File: src/rtl/flag_pkg.sv
package flag_pkg;

   // Register port geometry
   localparam int ADDR_W = 4;
   localparam int DATA_W = 16;

   // Register offsets (word index on the plain register port)
   localparam logic [ADDR_W-1:0] OFF_GROUP3 = 4'h0;
   localparam logic [ADDR_W-1:0] OFF_GROUP4 = 4'h1;
   localparam logic [ADDR_W-1:0] OFF_EVT_STATUS = 4'h2;
   localparam logic [ADDR_W-1:0] OFF_EVT_CLEAR = 4'h3;
   localparam logic [ADDR_W-1:0] OFF_EVT_ENABLE = 4'h4;

   // Flag register geometry
   localparam int NUM_FLAG_REGS = 2;
   localparam int IDX_GROUP3 = 0;
   localparam int IDX_GROUP4 = 1;

   // Implemented bit masks; every other bit reads zero and drops writes
   localparam logic [DATA_W-1:0] GROUP3_IMPL = 16'h0003;
   localparam logic [DATA_W-1:0] GROUP4_IMPL = 16'h00F7;
   localparam logic [DATA_W-1:0] FLAGS_RESET = 16'h0000;
   localparam logic [DATA_W-1:0] ZERO_WORD = 16'h0000;

   // Field positions in the lower (G3) and upper (G4) flag registers
   localparam int G3_TIMER_SEVEN_BIT = 0;
   localparam int G3_I2C_SECOND_BIT = 1;
   localparam int G4_PWM_FAULT_B_BIT = 0;
   localparam int G4_UART_FIRST_ERR_BIT = 1;
   localparam int G4_UART_SECOND_ERR_BIT = 2;
   localparam int G4_DMA_SIX_BIT = 4;
   localparam int G4_DMA_SEVEN_BIT = 5;
   localparam int G4_CAN_FIRST_TX_BIT = 6;
   localparam int G4_CAN_SECOND_TX_BIT = 7;

   // Event status register: one bit per source, in event_t order
   localparam int NUM_SRC = 9;
   localparam logic [DATA_W-1:0] EVT_MASK = 16'h01FF;
   localparam logic [DATA_W-1:0] EVT_RESET = 16'h0000;

   // Event sources, bit 0 is timer_seven
   typedef struct packed {
      logic can_second_tx;
      logic can_first_tx;
      logic dma_ch_seven;
      logic dma_ch_six;
      logic uart_second_err;
      logic uart_first_err;
      logic pwm_fault_b;
      logic i2c_second_slave;
      logic timer_seven;
   } event_t;

   // One request on the register port
   typedef struct packed {
      logic [ADDR_W-1:0] addr;
      logic [DATA_W-1:0] wdata;
      logic wr;
      logic rd;
   } bus_req_t;

endpackage

File: src/rtl/flag_cell.sv
`timescale 1ns/1ps
module flag_cell
(
   // Clock and reset
   input wire logic clk,
   input wire logic reset_n,
   // Hardware event and software write
   input wire logic set_evt,
   input wire logic wr_en,
   input wire logic wr_bit,
   // Stored flag
   output logic flag_r
);

   logic flag_nxt;

   // Hardware set wins over a software write of zero in the same cycle
   always_comb
   begin
      flag_nxt = flag_r;
      if (wr_en)
      begin
         flag_nxt = wr_bit;
      end
      if (set_evt)
      begin
         flag_nxt = 1'b1;
      end
   end

   always_ff @(posedge clk or negedge reset_n)
   begin
      if (!reset_n)
      begin
         flag_r <= 1'b0;
      end
      else
      begin
         flag_r <= flag_nxt;
      end
   end

endmodule

File: src/rtl/interrupt_flag_status_bank.sv
`timescale 1ns/1ps
module interrupt_flag_status_bank
   import flag_pkg::*;
(
   // Clock and reset
   input wire logic clk,
   input wire logic reset_n,
   // Register port
   input wire logic [ADDR_W-1:0] addr,
   input wire logic [DATA_W-1:0] wdata,
   input wire logic wr,
   input wire logic rd,
   output logic [DATA_W-1:0] rdata_r,
   // Event sources, one-cycle pulses on clk
   input wire event_t events,
   // Interrupt
   output logic irq_r
);

   bus_req_t req;
   logic [DATA_W-1:0] impl_mask [NUM_FLAG_REGS];
   logic [DATA_W-1:0] flag_evt [NUM_FLAG_REGS];
   logic [DATA_W-1:0] flag_q [NUM_FLAG_REGS];
   logic [NUM_FLAG_REGS-1:0] flag_wr;
   logic [DATA_W-1:0] evt_vec;
   logic [DATA_W-1:0] evt_status_r;
   logic [DATA_W-1:0] evt_status_nxt;
   logic [DATA_W-1:0] evt_enable_r;
   event_t evt_status_view;
   event_t evt_enable_view;
   logic [DATA_W-1:0] rdata_nxt;
   logic irq_nxt;

   function automatic logic reg_hit(input logic [ADDR_W-1:0] a, input logic [ADDR_W-1:0] off);
      reg_hit = (a == off);
   endfunction

   assign req = '{addr: addr, wdata: wdata, wr: wr, rd: rd};

   // Route each source to its flag position
   always_comb
   begin
      flag_evt[IDX_GROUP3] = ZERO_WORD;
      flag_evt[IDX_GROUP4] = ZERO_WORD;
      flag_evt[IDX_GROUP3][G3_I2C_SECOND_BIT] = events.i2c_second_slave;
      flag_evt[IDX_GROUP3][G3_TIMER_SEVEN_BIT] = events.timer_seven;
      flag_evt[IDX_GROUP4][G4_CAN_SECOND_TX_BIT] = events.can_second_tx;
      flag_evt[IDX_GROUP4][G4_CAN_FIRST_TX_BIT] = events.can_first_tx;
      flag_evt[IDX_GROUP4][G4_DMA_SEVEN_BIT] = events.dma_ch_seven;
      flag_evt[IDX_GROUP4][G4_DMA_SIX_BIT] = events.dma_ch_six;
      flag_evt[IDX_GROUP4][G4_UART_SECOND_ERR_BIT] = events.uart_second_err;
      flag_evt[IDX_GROUP4][G4_UART_FIRST_ERR_BIT] = events.uart_first_err;
      flag_evt[IDX_GROUP4][G4_PWM_FAULT_B_BIT] = events.pwm_fault_b;
   end

   assign impl_mask[IDX_GROUP3] = GROUP3_IMPL;
   assign impl_mask[IDX_GROUP4] = GROUP4_IMPL;
   assign flag_wr[IDX_GROUP3] = req.wr && reg_hit(req.addr, OFF_GROUP3);
   assign flag_wr[IDX_GROUP4] = req.wr && reg_hit(req.addr, OFF_GROUP4);

   // Only implemented bits get storage; the rest are constant zero
   for (genvar r = 0; r < NUM_FLAG_REGS; r++)
   begin : g_reg
      for (genvar b = 0; b < DATA_W; b++)
      begin : g_bit
         if ((r == IDX_GROUP3 && GROUP3_IMPL[b]) || (r == IDX_GROUP4 && GROUP4_IMPL[b]))
         begin : g_impl
            flag_cell u_cell
            (
               .clk(clk),
               .reset_n(reset_n),
               .set_evt(flag_evt[r][b]),
               .wr_en(flag_wr[r]),
               .wr_bit(req.wdata[b]),
               .flag_r(flag_q[r][b])
            );
         end
         else
         begin : g_none
            assign flag_q[r][b] = 1'b0;
         end
      end
   end

   // Sticky event status, cleared by writing ones to the clear register
   assign evt_vec = {{(DATA_W-NUM_SRC){1'b0}}, events};
   assign evt_status_view = event_t'(evt_status_r[NUM_SRC-1:0]);
   assign evt_enable_view = event_t'(evt_enable_r[NUM_SRC-1:0]);

   always_comb
   begin
      evt_status_nxt = evt_status_r;
      if (req.wr && reg_hit(req.addr, OFF_EVT_CLEAR))
      begin
         evt_status_nxt = evt_status_nxt & ~req.wdata;
      end
      // A new event in the clearing cycle is kept
      evt_status_nxt = (evt_status_nxt | evt_vec) & EVT_MASK;
   end

   always_ff @(posedge clk or negedge reset_n)
   begin
      if (!reset_n)
      begin
         evt_status_r <= EVT_RESET;
      end
      else
      begin
         evt_status_r <= evt_status_nxt;
      end
   end

   always_ff @(posedge clk or negedge reset_n)
   begin
      if (!reset_n)
      begin
         evt_enable_r <= EVT_RESET;
      end
      else if (req.wr && reg_hit(req.addr, OFF_EVT_ENABLE))
      begin
         evt_enable_r <= req.wdata & EVT_MASK;
      end
   end

   // Built from the next status so the flopped output rises with the status bit
   assign irq_nxt = |(evt_status_nxt & evt_enable_r);

   always_ff @(posedge clk or negedge reset_n)
   begin
      if (!reset_n)
      begin
         irq_r <= 1'b0;
      end
      else
      begin
         irq_r <= irq_nxt;
      end
   end

   // Read data stand only in the cycle after the strobe; unmapped reads give zero
   always_comb
   begin
      rdata_nxt = ZERO_WORD;
      if (req.rd)
      begin
         if (reg_hit(req.addr, OFF_GROUP3))
         begin
            rdata_nxt = flag_q[IDX_GROUP3] & impl_mask[IDX_GROUP3];
         end
         else if (reg_hit(req.addr, OFF_GROUP4))
         begin
            rdata_nxt = flag_q[IDX_GROUP4] & impl_mask[IDX_GROUP4];
         end
         else if (reg_hit(req.addr, OFF_EVT_STATUS))
         begin
            rdata_nxt = evt_status_r;
         end
         else if (reg_hit(req.addr, OFF_EVT_ENABLE))
         begin
            rdata_nxt = evt_enable_r;
         end
      end
   end

   always_ff @(posedge clk or negedge reset_n)
   begin
      if (!reset_n)
      begin
         rdata_r <= ZERO_WORD;
      end
      else
      begin
         rdata_r <= rdata_nxt;
      end
   end

   // Checks

   property p_flag_hold;
      @(posedge clk) disable iff (!reset_n)
      (!flag_wr[IDX_GROUP4] && flag_evt[IDX_GROUP4] == ZERO_WORD)
         |=> (flag_q[IDX_GROUP4] == $past(flag_q[IDX_GROUP4]));
   endproperty
   a_flag_hold: assert property (p_flag_hold) else $error("upper flags changed without cause");

   property p_flag_sw_clear;
      @(posedge clk) disable iff (!reset_n)
      (flag_wr[IDX_GROUP3] && req.wdata == ZERO_WORD && flag_evt[IDX_GROUP3] == ZERO_WORD)
         ##1 (!flag_wr[IDX_GROUP3] && flag_evt[IDX_GROUP3] == ZERO_WORD)
         |-> (flag_q[IDX_GROUP3] == ZERO_WORD) ##1 (flag_q[IDX_GROUP3] == ZERO_WORD);
   endproperty
   a_flag_sw_clear: assert property (p_flag_sw_clear) else $error("lower flags not cleared by write");

   property p_i2c_second;
      @(posedge clk) disable iff (!reset_n)
      events.i2c_second_slave |=> flag_q[IDX_GROUP3][G3_I2C_SECOND_BIT];
   endproperty
   a_i2c_second: assert property (p_i2c_second) else $error("i2c slave event flag not set");

   property p_timer_seven;
      @(posedge clk) disable iff (!reset_n)
      events.timer_seven |=> flag_q[IDX_GROUP3][G3_TIMER_SEVEN_BIT];
   endproperty
   a_timer_seven: assert property (p_timer_seven) else $error("timer flag not set");

   property p_can_second;
      @(posedge clk) disable iff (!reset_n)
      (events.can_second_tx && flag_wr[IDX_GROUP4]) |=> flag_q[IDX_GROUP4][G4_CAN_SECOND_TX_BIT];
   endproperty
   a_can_second: assert property (p_can_second) else $error("second can flag lost to write");

   property p_can_first;
      @(posedge clk) disable iff (!reset_n)
      events.can_first_tx ##1 (req.rd && reg_hit(req.addr, OFF_GROUP4) && !flag_wr[IDX_GROUP4])
         |=> rdata_r[G4_CAN_FIRST_TX_BIT];
   endproperty
   a_can_first: assert property (p_can_first) else $error("first can flag not read back");

   property p_dma_seven;
      @(posedge clk) disable iff (!reset_n)
      $rose(flag_q[IDX_GROUP4][G4_DMA_SEVEN_BIT])
         |-> ($past(events.dma_ch_seven) || ($past(flag_wr[IDX_GROUP4]) && $past(req.wdata[G4_DMA_SEVEN_BIT])));
   endproperty
   a_dma_seven: assert property (p_dma_seven) else $error("dma seven flag rose without cause");

   property p_dma_six;
      @(posedge clk) disable iff (!reset_n)
      events.dma_ch_six |=> flag_q[IDX_GROUP4][G4_DMA_SIX_BIT];
   endproperty
   a_dma_six: assert property (p_dma_six) else $error("dma six flag not set");

   property p_uart_second;
      @(posedge clk) disable iff (!reset_n)
      events.uart_second_err |=> flag_q[IDX_GROUP4][G4_UART_SECOND_ERR_BIT] && evt_status_view.uart_second_err;
   endproperty
   a_uart_second: assert property (p_uart_second) else $error("second uart error flag not set");

   property p_uart_first;
      @(posedge clk) disable iff (!reset_n)
      events.uart_first_err |=> flag_q[IDX_GROUP4][G4_UART_FIRST_ERR_BIT];
   endproperty
   a_uart_first: assert property (p_uart_first) else $error("first uart error flag not set");

   property p_pwm_fault;
      @(posedge clk) disable iff (!reset_n)
      events.pwm_fault_b |=> flag_q[IDX_GROUP4][G4_PWM_FAULT_B_BIT] && (irq_r || !$past(evt_enable_view.pwm_fault_b));
   endproperty
   a_pwm_fault: assert property (p_pwm_fault) else $error("pwm fault flag not set");

   property p_unimpl_zero;
      @(posedge clk) disable iff (!reset_n)
      (req.rd && reg_hit(req.addr, OFF_GROUP4))
         |=> (rdata_r & ~GROUP4_IMPL) == ZERO_WORD;
   endproperty
   a_unimpl_zero: assert property (p_unimpl_zero) else $error("unimplemented bits read nonzero");

   property p_sw_write;
      @(posedge clk) disable iff (!reset_n)
      flag_wr[IDX_GROUP4] ##1 (req.rd && reg_hit(req.addr, OFF_GROUP4) && !flag_wr[IDX_GROUP4]
         && flag_evt[IDX_GROUP4] == ZERO_WORD)
         |=> (rdata_r | $past(flag_evt[IDX_GROUP4], 2)) == (($past(req.wdata, 2) & GROUP4_IMPL)
         | $past(flag_evt[IDX_GROUP4], 2));
   endproperty
   a_sw_write: assert property (p_sw_write) else $error("upper flags not software writable");

   property p_flag_hold_low;
      @(posedge clk) disable iff (!reset_n)
      (!flag_wr[IDX_GROUP3] && flag_evt[IDX_GROUP3] == ZERO_WORD)
         |=> (flag_q[IDX_GROUP3] == $past(flag_q[IDX_GROUP3]));
   endproperty
   a_flag_hold_low: assert property (p_flag_hold_low) else $error("lower flags changed without cause");

   property p_rd_group3;
      @(posedge clk) disable iff (!reset_n)
      (req.rd && reg_hit(req.addr, OFF_GROUP3))
         |=> rdata_r == $past(flag_q[IDX_GROUP3]);
   endproperty
   a_rd_group3: assert property (p_rd_group3) else $error("lower flags not read back");

   property p_g3_unimpl;
      @(posedge clk) disable iff (!reset_n)
      (req.rd && reg_hit(req.addr, OFF_GROUP3))
         |=> (rdata_r & ~GROUP3_IMPL) == ZERO_WORD;
   endproperty
   a_g3_unimpl: assert property (p_g3_unimpl) else $error("lower unimplemented bits read nonzero");

   property p_status_set;
      @(posedge clk) disable iff (!reset_n)
      evt_vec != ZERO_WORD |=> (evt_status_r & $past(evt_vec)) == $past(evt_vec);
   endproperty
   a_status_set: assert property (p_status_set) else $error("event status bit not set");

   property p_status_clear;
      @(posedge clk) disable iff (!reset_n)
      (req.wr && reg_hit(req.addr, OFF_EVT_CLEAR) && evt_vec == ZERO_WORD)
         |=> (evt_status_r & $past(req.wdata)) == ZERO_WORD;
   endproperty
   a_status_clear: assert property (p_status_clear) else $error("event status bit not cleared");

   property p_status_quiet;
      @(posedge clk) disable iff (!reset_n)
      (!(req.wr && reg_hit(req.addr, OFF_EVT_CLEAR)) && evt_vec == ZERO_WORD)
         |=> $stable(evt_status_r);
   endproperty
   a_status_quiet: assert property (p_status_quiet) else $error("event status changed without cause");

   property p_enable_write;
      @(posedge clk) disable iff (!reset_n)
      (req.wr && reg_hit(req.addr, OFF_EVT_ENABLE))
         |=> evt_enable_r == ($past(req.wdata) & EVT_MASK);
   endproperty
   a_enable_write: assert property (p_enable_write) else $error("enable register not written");

   property p_irq_level;
      @(posedge clk) disable iff (!reset_n)
      irq_r == |(evt_status_r & $past(evt_enable_r));
   endproperty
   a_irq_level: assert property (p_irq_level) else $error("interrupt level wrong");

   property p_status_read;
      @(posedge clk) disable iff (!reset_n)
      (req.rd && reg_hit(req.addr, OFF_EVT_STATUS))
         |=> rdata_r == $past(evt_status_r);
   endproperty
   a_status_read: assert property (p_status_read) else $error("event status not read back");

   property p_clear_reads_zero;
      @(posedge clk) disable iff (!reset_n)
      (req.rd && reg_hit(req.addr, OFF_EVT_CLEAR))
         |=> rdata_r == ZERO_WORD;
   endproperty
   a_clear_reads_zero: assert property (p_clear_reads_zero) else $error("clear register read nonzero");

   property p_read_window;
      @(posedge clk) disable iff (!reset_n)
      !req.rd |=> rdata_r == ZERO_WORD;
   endproperty
   a_read_window: assert property (p_read_window) else $error("read data outside read cycle");

endmodule

File: config.mk
export PLATFORM = sky130hd
export DESIGN_NAME = interrupt_flag_status_bank
export DESIGN_NICKNAME = d
export VERILOG_FILES = /design/src/rtl/flag_pkg.sv /design/src/rtl/flag_cell.sv /design/src/rtl/interrupt_flag_status_bank.sv
export SDC_FILE = /design/constraint.sdc
export NUM_CORES = 1
export LEC_CHECK = 0
export BUFFER_PORTS_ARGS = -buffer_cell sky130_fd_sc_hd__buf_4
export CAP_MARGIN = 20
export CORE_ASPECT_RATIO = 0.9
export CORE_MARGIN = 2
export CORE_UTILIZATION = 39
export DETAILED_ROUTE_END_ITERATION = 8
export PLACE_DENSITY = 0.73
export SETUP_SLACK_MARGIN = 0.1
export SYNTH_ARGS = -nofsm -noshare
export SYNTH_HDL_FRONTEND = slang
export SYNTH_SLANG_ARGS = --single-unit
File: constraint.sdc
create_clock -name clk -period 1.2 [get_ports clk]
set_input_delay 0.24 -clock clk [delete_from_list [all_inputs] [get_ports clk]]
set_output_delay 0.24 -clock clk [all_outputs]
set_load 0.02 [all_outputs]
==> results of run 1 <==
logic make-up (layout without fill, tap and decap cells):
logic type,count (synthesis),count (layout),share of synthesized area (%)
AND/OR/NAND/NOR,45,47,14.89
buffers and inverters,20,88,6.267
other,1,7,0.2135
AO/OA/AOI/OAI,45,45,20.16
flip-flops,37,37,52.71
multiplexers,9,9,5.769
worst min-delay path by stage:
stage | startpoint | endpoint | depth (start not counted)
floorplan | reset_n | evt_enable_r[0]$_DFFE_PN0P_ | 0
global placement | reset_n | evt_enable_r[0]$_DFFE_PN0P_ | 1
detailed placement | reset_n | rdata_r[0]$_DFF_PN0_ | 1
CTS | events[0] | evt_status_r[0]$_DFF_PN0_ | 2
global route | events[4] | g_reg[1].g_bit[2].g_impl.u_cell.flag_r$_DFFE_PN0P_ | 2
finish | events[1] | evt_status_r[1]$_DFF_PN0_ | 2
sequential cells by signal, indices dropped and copies added (netlist names):
register                      flops
evt_enable_r                      9
g.g_bit.g_impl.u_cell.flag_r      9
evt_status_r                      9
irq_r                             1
rdata_r                           9
worst max-delay path: cells and delay by family:
family	cells	cell delay, ns
compound gates	2	0.49
simple gates	2	0.43
buf+inv	2	0.28
routing by layer:
| metal | track usage, % | vias to the layer above | part of all wire [%] | wire length (µm) |
|---|---|---|---|---|
| met4 | 7.366 | 0 | 1.3 | 65 |
| li1 | - | 718 | - | - |
| met2 | 33.41 | 62 | 47 | 2330 |
| met5 | 0 | - | 0 | 0 |
| met1 | 28.62 | 746 | 45 | 2250 |
| met3 | 4.478 | 7 | 6.6 | 327 |
area by class of cell:
type	count	share of cell area, %
Clock buffer	6	3.075
Tap cell	62	2.889
Clock inverter	2	0.5126
Timing Repair Buffer	71	22.18
Multi-Input combinational cell	108	35.60
Sequential cell	37	34.48
Inverter	9	1.258
repair_timing:
item	4_1_cts	5_1_grt
gates cloned	2	1
setup buffers	8	3
hold buffers	1	0
hold endpoints to repair	37	0
resized for setup	37	16
pin swaps	19	15
setup endpoints to repair	30	30
through the flow:
stage / power [W] / setup TNS (ns)
global placement: 0.001920 / -9.156
finish: 0.002976 / -0.08849
detailed placement: 0.001929 / -9.697
floorplan: 0.001689 / -1.481
CTS: 0.002944 / -0.03602
global route: 0.003102 / -0.3785
power by group:
| part | switching, W | internal (W) |
|---|---|---|
| Clock | 0.000466 | 0.000465 |
| Sequential | 0.0000817 | 0.00134 |
| Combinational | 0.000290 | 0.000334 |
placed cells by master, fill, tap and decap left out, types with 2 or more instances in the layout:
master	netlist	routed
a21oi_1	7	6
a41oi_1	6	4
dfrtp_1	37	37
buf_6	0	10
nand2_1	14	12
and3_4	0	4
nor4b_4	1	2
inv_1	9	9
conb_1	1	7
nor3_2	0	2
a211o_1	7	7
a22oi_2	0	7
nand3_1	4	4
o21ai_0	6	4
nor2_2	0	2
a41oi_2	0	2
buf_4	9	57
a222oi_1	2	2
a21o_1	4	4
clkbuf_8	0	6
nor2_1	5	3
nand2_8	0	2
nand2_4	0	2
mux2_4	0	9
buf_8	0	3
and3_1	7	3
==> impl_metrics.json, run 1 <==
{
  "drive_gt1_share_pct": 52.79,
  "r2r_setup_slack_ns": -0.09,
  "chipWidth_um": 74.75,
  "ys_types": 35,
  "r2r-end": "irq_r$_DFF_PN0_",
  "period_needed_ns": 1.288,
  "place_area_um2": 2267,
  "vdd_ir_drop_max_v": 0.0004246,
  "holdCritPathClass": "in -> reg",
  "cp_cell_sequence": "buf_8, nor3b_4, buf_6, a41oi_2, a2111oi_2, nand4_1",
  "endpoint": "irq_r$_DFF_PN0_",
  "fp.dieH_um": 67.67,
  "grt_pass1_vias": 1542,
  "antenna_cells": 0,
  "cts.root.buffer_cell": "clkbuf_8",
  "viasPerCell": 5.197,
  "cap_violations": 0,
  "yosys-top-cells-area": "dfrtp_1, mux2_1, buf_4",
  "clock_sinks": 37,
  "dp.cells": 272,
  "clock_path_buffers": 2,
  "ys.flop_type": "dfrtp_1",
  "fin_util_pct": 60.98,
  "drc": 0,
  "area_growth_pct": 52.85,
  "ys_seq_elements": 37,
  "drtIter0Drc": 162,
  "critical_path_arrival_ns": 1.44,
  "path_clk_slew_ns": 0.08,
  "synth-async-reset-ratio_pct": 100.0,
  "drtPass1Iterations": 5,
  "synth_top_area_cell": "dfrtp_1",
  "clkLatencyLatePin_ns": 0.29,
  "fin_crit_sh_pct": 107.4,
  "rsz0062_at_grt": "true",
  "yosysWarningCount": 0,
  "antenna_found_initial": 0,
  "stdcell_count": 295,
  "cts_tree": "built",
  "register_area_um2": 925.9,
  "fmax_ghz": 0.7761,
  "ios": 50,
  "startpoint": "addr[2]",
  "multi_input_area_um2": 955.9,
  "synth_top_area_share_pct": 52.71,
  "syn-cell-area_um2": 1757,
  "yosysMostFrequentCell": "dfrtp_1",
  "num_vias": 1533,
  "cp-end-kind": "flop",
  "whs_ns": 0.1473,
  "start_util_pct": 39.90,
  "antenna_left": 0,
  "violations": "setup timing",
  "synth-edff-count": 0,
  "dpl.hpwl_um": 3095,
  "drv_slew": 0,
  "coreArea_um2": 4403,
  "hold_viol": 0,
  "finalSetupViolations": 1,
  "nets": 265,
  "nFillCells": 341,
  "leakage_nw": 1.192,
  "rows": 23,
  "htree_levels": 2,
  "grt_pass1_wl_um": 7810,
  "cpMaxStageDelayCell": "a2111oi_2",
  "post-route-cell-area_um2": 2685,
  "timing.rr.start": "evt_status_r[3]$_DFF_PN0_",
  "finClkSkew_ns": 0.002050,
  "reg2regPathDepth": 4,
  "io_buffers": 35,
  "seq_area_frac_synth_pct": 52.71,
  "numCtsBuffers": 5,
  "wl_per_cell_um": 16.86,
  "outcome": "finished, violations left",
  "start_kind": "primary input",
  "max_stage_delay_ns": 0.38,
  "timing.final.ws_setup_ns": -0.08849,
  "syn-instance-count": 157,
  "grt_overflow": 0,
  "crit_type": "in -> reg",
  "netlist_top_cells_count": "dfrtp_1, nand2_1, buf_4, inv_1, mux2_1",
  "p_per_area_nw_per_um2": 1109,
  "syn_area_per_cell_um2": 11.19,
  "crit_required_ns": 1.35,
  "die-area_um2": 5058,
  "place_ws_ns": -0.4032,
  "crit_fanout": 5,
  "wirelength_um": 4974,
  "grt_max_degree": 38,
  "routabilityCongestion": 0.8525,
  "grt_usage_pct": 21.09
}
(Power assumes the default switching activity.)
==> run 2: changes to the inputs <==
Settings changed: SETUP_SLACK_MARGIN 0.1 to 0.5.
==> run 2 against run 1 <==
The run ends with hold timing, setup timing left. Total power grew 11%. Sequential power is essentially flat. Combinational power grew 14%. Core utilization grew 5.5 points. Fmax grew 2.6%. Critical path type is now reg -> reg. Highest routed layer unchanged.
==> impl_metrics.json, run 2 (synthesized netlist as in run 1, its figures left out) <==
{
  "outcome": "finished, violations left",
  "violations": "hold timing, setup timing",
  "finClkSkew_ns": 0.006691,
  "nets": 266,
  "clock_path_buffers": 2,
  "fmax_ghz": 0.7961,
  "cp_cell_sequence": "o21ai_2, a41oi_2, a2111oi_4, nand4_1",
  "place_ws_ns": -0.3881,
  "area_growth_pct": 66.60,
  "io_buffers": 35,
  "crit_fanout": 2,
  "drtIter0Drc": 100,
  "holdCritPathClass": "in -> async",
  "rsz0062_at_grt": "true",
  "wirelength_um": 5370,
  "grt_usage_pct": 23.05,
  "drive_gt1_share_pct": 58.55,
  "cpMaxStageDelayCell": "dfrtp_1",
  "register_area_um2": 925.9,
  "cts_tree": "built",
  "whs_ns": -0.1060,
  "ios": 50,
  "internal_power_w": 0.002392,
  "numCtsBuffers": 5,
  "vdd_ir_drop_max_v": 0.0008168,
  "cap_violations": 0,
  "rows": 23,
  "hold_viol": 37,
  "crit_type": "reg -> reg",
  "chipWidth_um": 74.75,
  "p_per_area_nw_per_um2": 1126,
  "path_clk_slew_ns": 0.08,
  "critical_path_arrival_ns": 1.43,
  "wl_per_cell_um": 18.14,
  "drtPass1Iterations": 4,
  "routabilityCongestion": 0.7810,
  "start_util_pct": 39.90,
  "fp.dieH_um": 67.67,
  "antenna_found_initial": 0,
  "grt_overflow": 0,
  "start_kind": "flop",
  "clock_sinks": 37,
  "final_cell_mix": "buf_4, dfrtp_1, buf_6",
  "coreArea_um2": 4403,
  "period_needed_ns": 1.256,
  "num_vias": 1596,
  "viasPerCell": 5.392,
  "grt_pass1_wl_um": 8376,
  "clkLatencyLatePin_ns": 0.30,
  "antenna_left": 0,
  "seq_power_share_pct": 43.1,
  "net-switching-power_w": 0.0009026,
  "timing.final.ws_setup_ns": -0.05612,
  "pwr-share-clk_pct": 35.3,
  "grt_max_degree": 38,
  "nFillCells": 341,
  "finalSetupViolations": 1,
  "cts.root.buffer_cell": "clkbuf_8",
  "max_stage_delay_ns": 0.39,
  "final_common_cell": "buf_4",
  "p_sw_share_pct": 27.40,
  "drv_slew": 0,
  "multi_input_area_um2": 1065,
  "fin_crit_sh_pct": 104.7,
  "antenna_cells": 0,
  "cp-end-kind": "flop",
  "fin_total_pwr_w": 0.003295,
  "htree_levels": 2,
  "dpl.hpwl_um": 3194,
  "leakage_nw": 1.260,
  "die-area_um2": 5058,
  "comb_power_share_pct": 21.6,
  "dp.cells": 271,
  "stdcell_count": 296,
  "grt_pass1_vias": 1687,
  "crit_required_ns": 1.37,
  "drc": 0
}
==> run 2: cell count changes in the layout (fill, tap and decap cells not counted), moves of 3 or more <==
| cell | previous run | this run |
|---|---|---|
| a21oi_1 | 6 | 1 |
| and3_4 | 4 | 1 |
| nand2_2 | 1 | 6 |
| buf_6 | 10 | 27 |
| and3_1 | 3 | 6 |
| buf_4 | 57 | 39 |
| nand2_1 | 12 | 4 |
| a21oi_2 | 1 | 5 |
==> run 2: final cells by class <==
cell class / instances / area share (%)
sequential: 37 / 31.64
clock buffer: 6 / 2.822
tap: 62 / 2.651
timing repair buffer: 72 / 24.07
inverter: 9 / 1.154
multi-input combinational: 108 / 36.38
clock inverter: 2 / 1.283
==> run 2: worst max-delay path: cells and delay by family, from the launching register on <==
kind	cells	cell delay [ns]
AND/OR/NAND/NOR	1	0.13
flip-flops	1	0.39
AO/OA/AOI/OAI	3	0.60
==> run 2: worst paths after layout <==
check                                                                          end                                               start  slack, ns  cells after the start
worst max-delay path                                               irq_r$_DFF_PN0_                           evt_status_r[1]$_DFF_PN0_      -0.06                      4
worst min-delay path                                     evt_status_r[1]$_DFF_PN0_                                             reset_n      -0.11                      1
worst max register to register                                     irq_r$_DFF_PN0_                           evt_status_r[1]$_DFF_PN0_      -0.06                      4
worst min register to register  g_reg[0].g_bit[1].g_impl.u_cell.flag_r$_DFFE_PN0P_  g_reg[0].g_bit[1].g_impl.u_cell.flag_r$_DFFE_PN0P_       0.52                      2
max in group asynchronous                              evt_enable_r[0]$_DFFE_PN0P_                                             reset_n       0.96                      1
min in group clk                                         evt_status_r[1]$_DFF_PN0_                                           events[1]       0.14                      2
==> run 2: what timing repair did <==
item,in CTS,in global routing
pin swaps,28,13
endpoints found under the setup margin,47,47
hold endpoints to repair,37,37
setup buffers,12,2
resized for setup,73,16
cloned,3,0
==> run 2: stage by stage <==
stage | TNS, ns | utilization (%) | cell area, µm²
floorplan | -1.490 | - | 1877
global placement | -8.584 | 52.43 | 2308
detailed placement | -9.272 | 52.43 | 2308
CTS | -0.03141 | 64.62 | 2845
global route | -0.1814 | 66.47 | 2927
finish | -0.05612 | 66.47 | 2927
==> run 2: routing by layer <==
layer  track usage, %  share of wire (%)
met5                0                  0
met4            7.366                1.6
met2            40.60                 53
met3            4.179                4.5
met1            28.56                 41
==> run 2: power groups by stage <==
stage,registers [W],clock network (W),logic [W]
2_1_floorplan,0.00143,0,0.000270
3_3_place_gp,0.00142,0,0.000516
3_5_place_dp,0.00142,0,0.000528
4_1_cts,0.00141,0.00115,0.000683
5_1_grt,0.00143,0.00120,0.000761
6_report,0.00142,0.00116,0.000710
==> run 3: changes to the inputs <==
Settings changed: SKIP_LAST_GASP from default to 1, SYNTH_HIERARCHICAL from default to 1.
==> run 3 against run 2 <==
The run still ends with hold timing, setup timing left. Hold slack about the same. Clock-buffer cell count unchanged. Worst setup slack worse by 0.021 ns. Fmax down 1.7%. Via count up 2.4%. Die area up 1.1%.
==> impl_metrics.json, run 3 <==
{
  "wl_per_cell_um": 18.93,
  "startpoint": "evt_status_r[5]$_DFF_PN0_",
  "seq_area_frac_synth_pct": 52.11,
  "grt_pass1_vias": 1618,
  "r2r-end": "irq_r$_DFF_PN0_",
  "violations": "hold timing, setup timing",
  "nets": 271,
  "ys.flop_type": "dfrtp_1",
  "num_vias": 1635,
  "antenna_left": 0,
  "numCtsBuffers": 5,
  "grt_usage_pct": 21.59,
  "fmax_ghz": 0.7829,
  "vdd_ir_drop_max_v": 0.0005969,
  "cts.root.buffer_cell": "clkbuf_8",
  "io_buffers": 35,
  "reg2regPathDepth": 4,
  "yosys-top-cells-area": "dfrtp_1, mux2_2, a211o_1",
  "outcome": "finished, violations left",
  "path_delay_family": "compound AO/OA/AOI/OAI gates",
  "final_common_cell": "buf_4",
  "holdCritPathClass": "in -> async",
  "wirelength_um": 5679,
  "yosysWarningCount": 6,
  "final_cell_mix": "buf_4, dfrtp_1, buf_6",
  "viasPerCell": 5.450,
  "path_buf_inv": 0,
  "coreArea_um2": 4432,
  "timing.final.ws_setup_ns": -0.07729,
  "syn-cell-area_um2": 1777,
  "critical_path_arrival_ns": 1.43,
  "cp_cell_sequence": "o21ai_2, a41oi_2, a2111oi_4, nand4_1",
  "crit_type": "reg -> reg",
  "grt_max_degree": 38,
  "clock_path_buffers": 2,
  "syn_area_per_cell_um2": 11.54,
  "netlist_top_cells_count": "dfrtp_1, nor2_1, nor2b_1",
  "drive_gt1_share_pct": 56.30,
  "drv_slew": 0,
  "cp.depth": 4,
  "area_growth_pct": 60.00,
  "crit_required_ns": 1.35,
  "die-area_um2": 5112,
  "dpl.hpwl_um": 3262,
  "place_ws_ns": -0.3476,
  "rows": 23,
  "start_util_pct": 40.09,
  "p_per_area_nw_per_um2": 1064,
  "rsz0062_at_grt": "true",
  "drtIter0Drc": 120,
  "clock_sinks": 37,
  "syn-instance-count": 154,
  "finalSetupViolations": 9,
  "r2r_setup_slack_ns": -0.08,
  "whs_ns": -0.1062,
  "grt_pass1_wl_um": 8024,
  "path_clk_slew_ns": 0.08,
  "synth_top_area_share_pct": 52.11,
  "timing.rr.start": "evt_status_r[5]$_DFF_PN0_",
  "antenna_found_initial": 0,
  "fin_crit_sh_pct": 106.4,
  "yosysMostFrequentCell": "dfrtp_1",
  "endpoint": "irq_r$_DFF_PN0_",
  "cpMaxStageDelayCell": "dfrtp_1",
  "hold_viol": 37,
  "cts_tree": "built",
  "leakage_nw": 1.204,
  "crit_fanout": 2,
  "finClkSkew_ns": 0.008245,
  "ios": 50,
  "drtPass1Iterations": 4,
  "ys_seq_elements": 37,
  "max_stage_delay_ns": 0.39,
  "fp.dieH_um": 68.03,
  "period_needed_ns": 1.277,
  "grt_overflow": 0,
  "antenna_cells": 0,
  "fin_total_pwr_w": 0.003026,
  "htree_levels": 2,
  "start_kind": "flop",
  "cp-end-kind": "flop",
  "synth-async-reset-ratio_pct": 100.0,
  "drc": 0,
  "synth_top_area_cell": "dfrtp_1",
  "cap_violations": 0,
  "ys_types": 34,
  "synth-edff-count": 0,
  "chipWidth_um": 75.15,
  "clkLatencyLatePin_ns": 0.30,
  "routabilityCongestion": 0.7818
}
==> run 3: final cells by class <==
type	count	area, µm²
Clock inverter	1	7.507
Multi-Input combinational cell	104	982.2
Clock buffer	6	82.58
Tap cell	62	77.57
Fill cell	311	1589
Sequential cell	37	925.9
Timing Repair Buffer	81	733.2
Inverter	9	33.78
==> run 3: power breakdown <==
group	switching (W)	internal, W
registers	0.0000769	0.00134
clock network	0.000447	0.000454
logic	0.000338	0.000371
==> run 3: repair_timing <==
item,in CTS,in global routing
resized for setup,40,20
pin swaps,17,18
cloned,3,0
setup buffers,9,5
endpoints found under the hold margin,37,37
endpoints found under the setup margin,47,47
==> run 3: how the worst min path moves through the flow <==
stage,endpoint,slack [ns],startpoint
after floorplan,evt_enable_r[0]$_DFFE_PN0P_,-0.06,reset_n
after global placement,rdata_r[0]$_DFF_PN0_,0.23,reset_n
after detailed placement,rdata_r[0]$_DFF_PN0_,0.23,reset_n
after CTS,rdata_r[3]$_DFF_PN0_,-0.09,reset_n
after global routing,rdata_r[0]$_DFF_PN0_,-0.08,reset_n
final,rdata_r[0]$_DFF_PN0_,-0.11,reset_n
==> run 3: through the flow <==
step / setup TNS [ns] / hold slack (ns) / instance area, µm² / util (%) / instances
after floorplan: -4.547 / -0.05559 / 1931 / - / 160
after global placement: -7.911 / 0.2336 / 2374 / 53.56 / 276
after detailed placement: -8.463 / 0.2291 / 2374 / 53.56 / 276
after CTS: -0.09000 / -0.08654 / 2723 / 61.43 / 295
after global routing: -0.6006 / -0.07747 / 2843 / 64.14 / 300
final: -0.4199 / -0.1062 / 2843 / 64.14 / 300
==> run 3: worst register-to-register path, cell delays in order (launching register included) <==
cell	delay (ns)
dfrtp_1	0.39
o21ai_2	0.13
a41oi_2	0.06
a2111oi_4	0.39
nand4_1	0.16
==> run 3: cell families (layout without fill, tap and decap cells) <==
| logic type | after synthesis | count (layout) | share of synthesized area [%] |
|---|---|---|---|
| compound gates | 41 | 41 | 19.44 |
| buf+inv | 21 | 97 | 7.324 |
| flops | 37 | 37 | 52.11 |
| mux | 11 | 11 | 6.831 |
| other cells | 1 | 7 | 0.2111 |
| simple gates | 43 | 45 | 14.09 |
==> run 3: layer usage <==
metal / global-route usage [%] / vias to the layer above / routed length, µm
met5: 0 / - / 0
met1: 26.28 / 805 / 2276
met3: 6.480 / 27 / 399
met2: 35.86 / 78 / 2788
met4: 8.772 / 0 / 215
li1: - / 725 / -
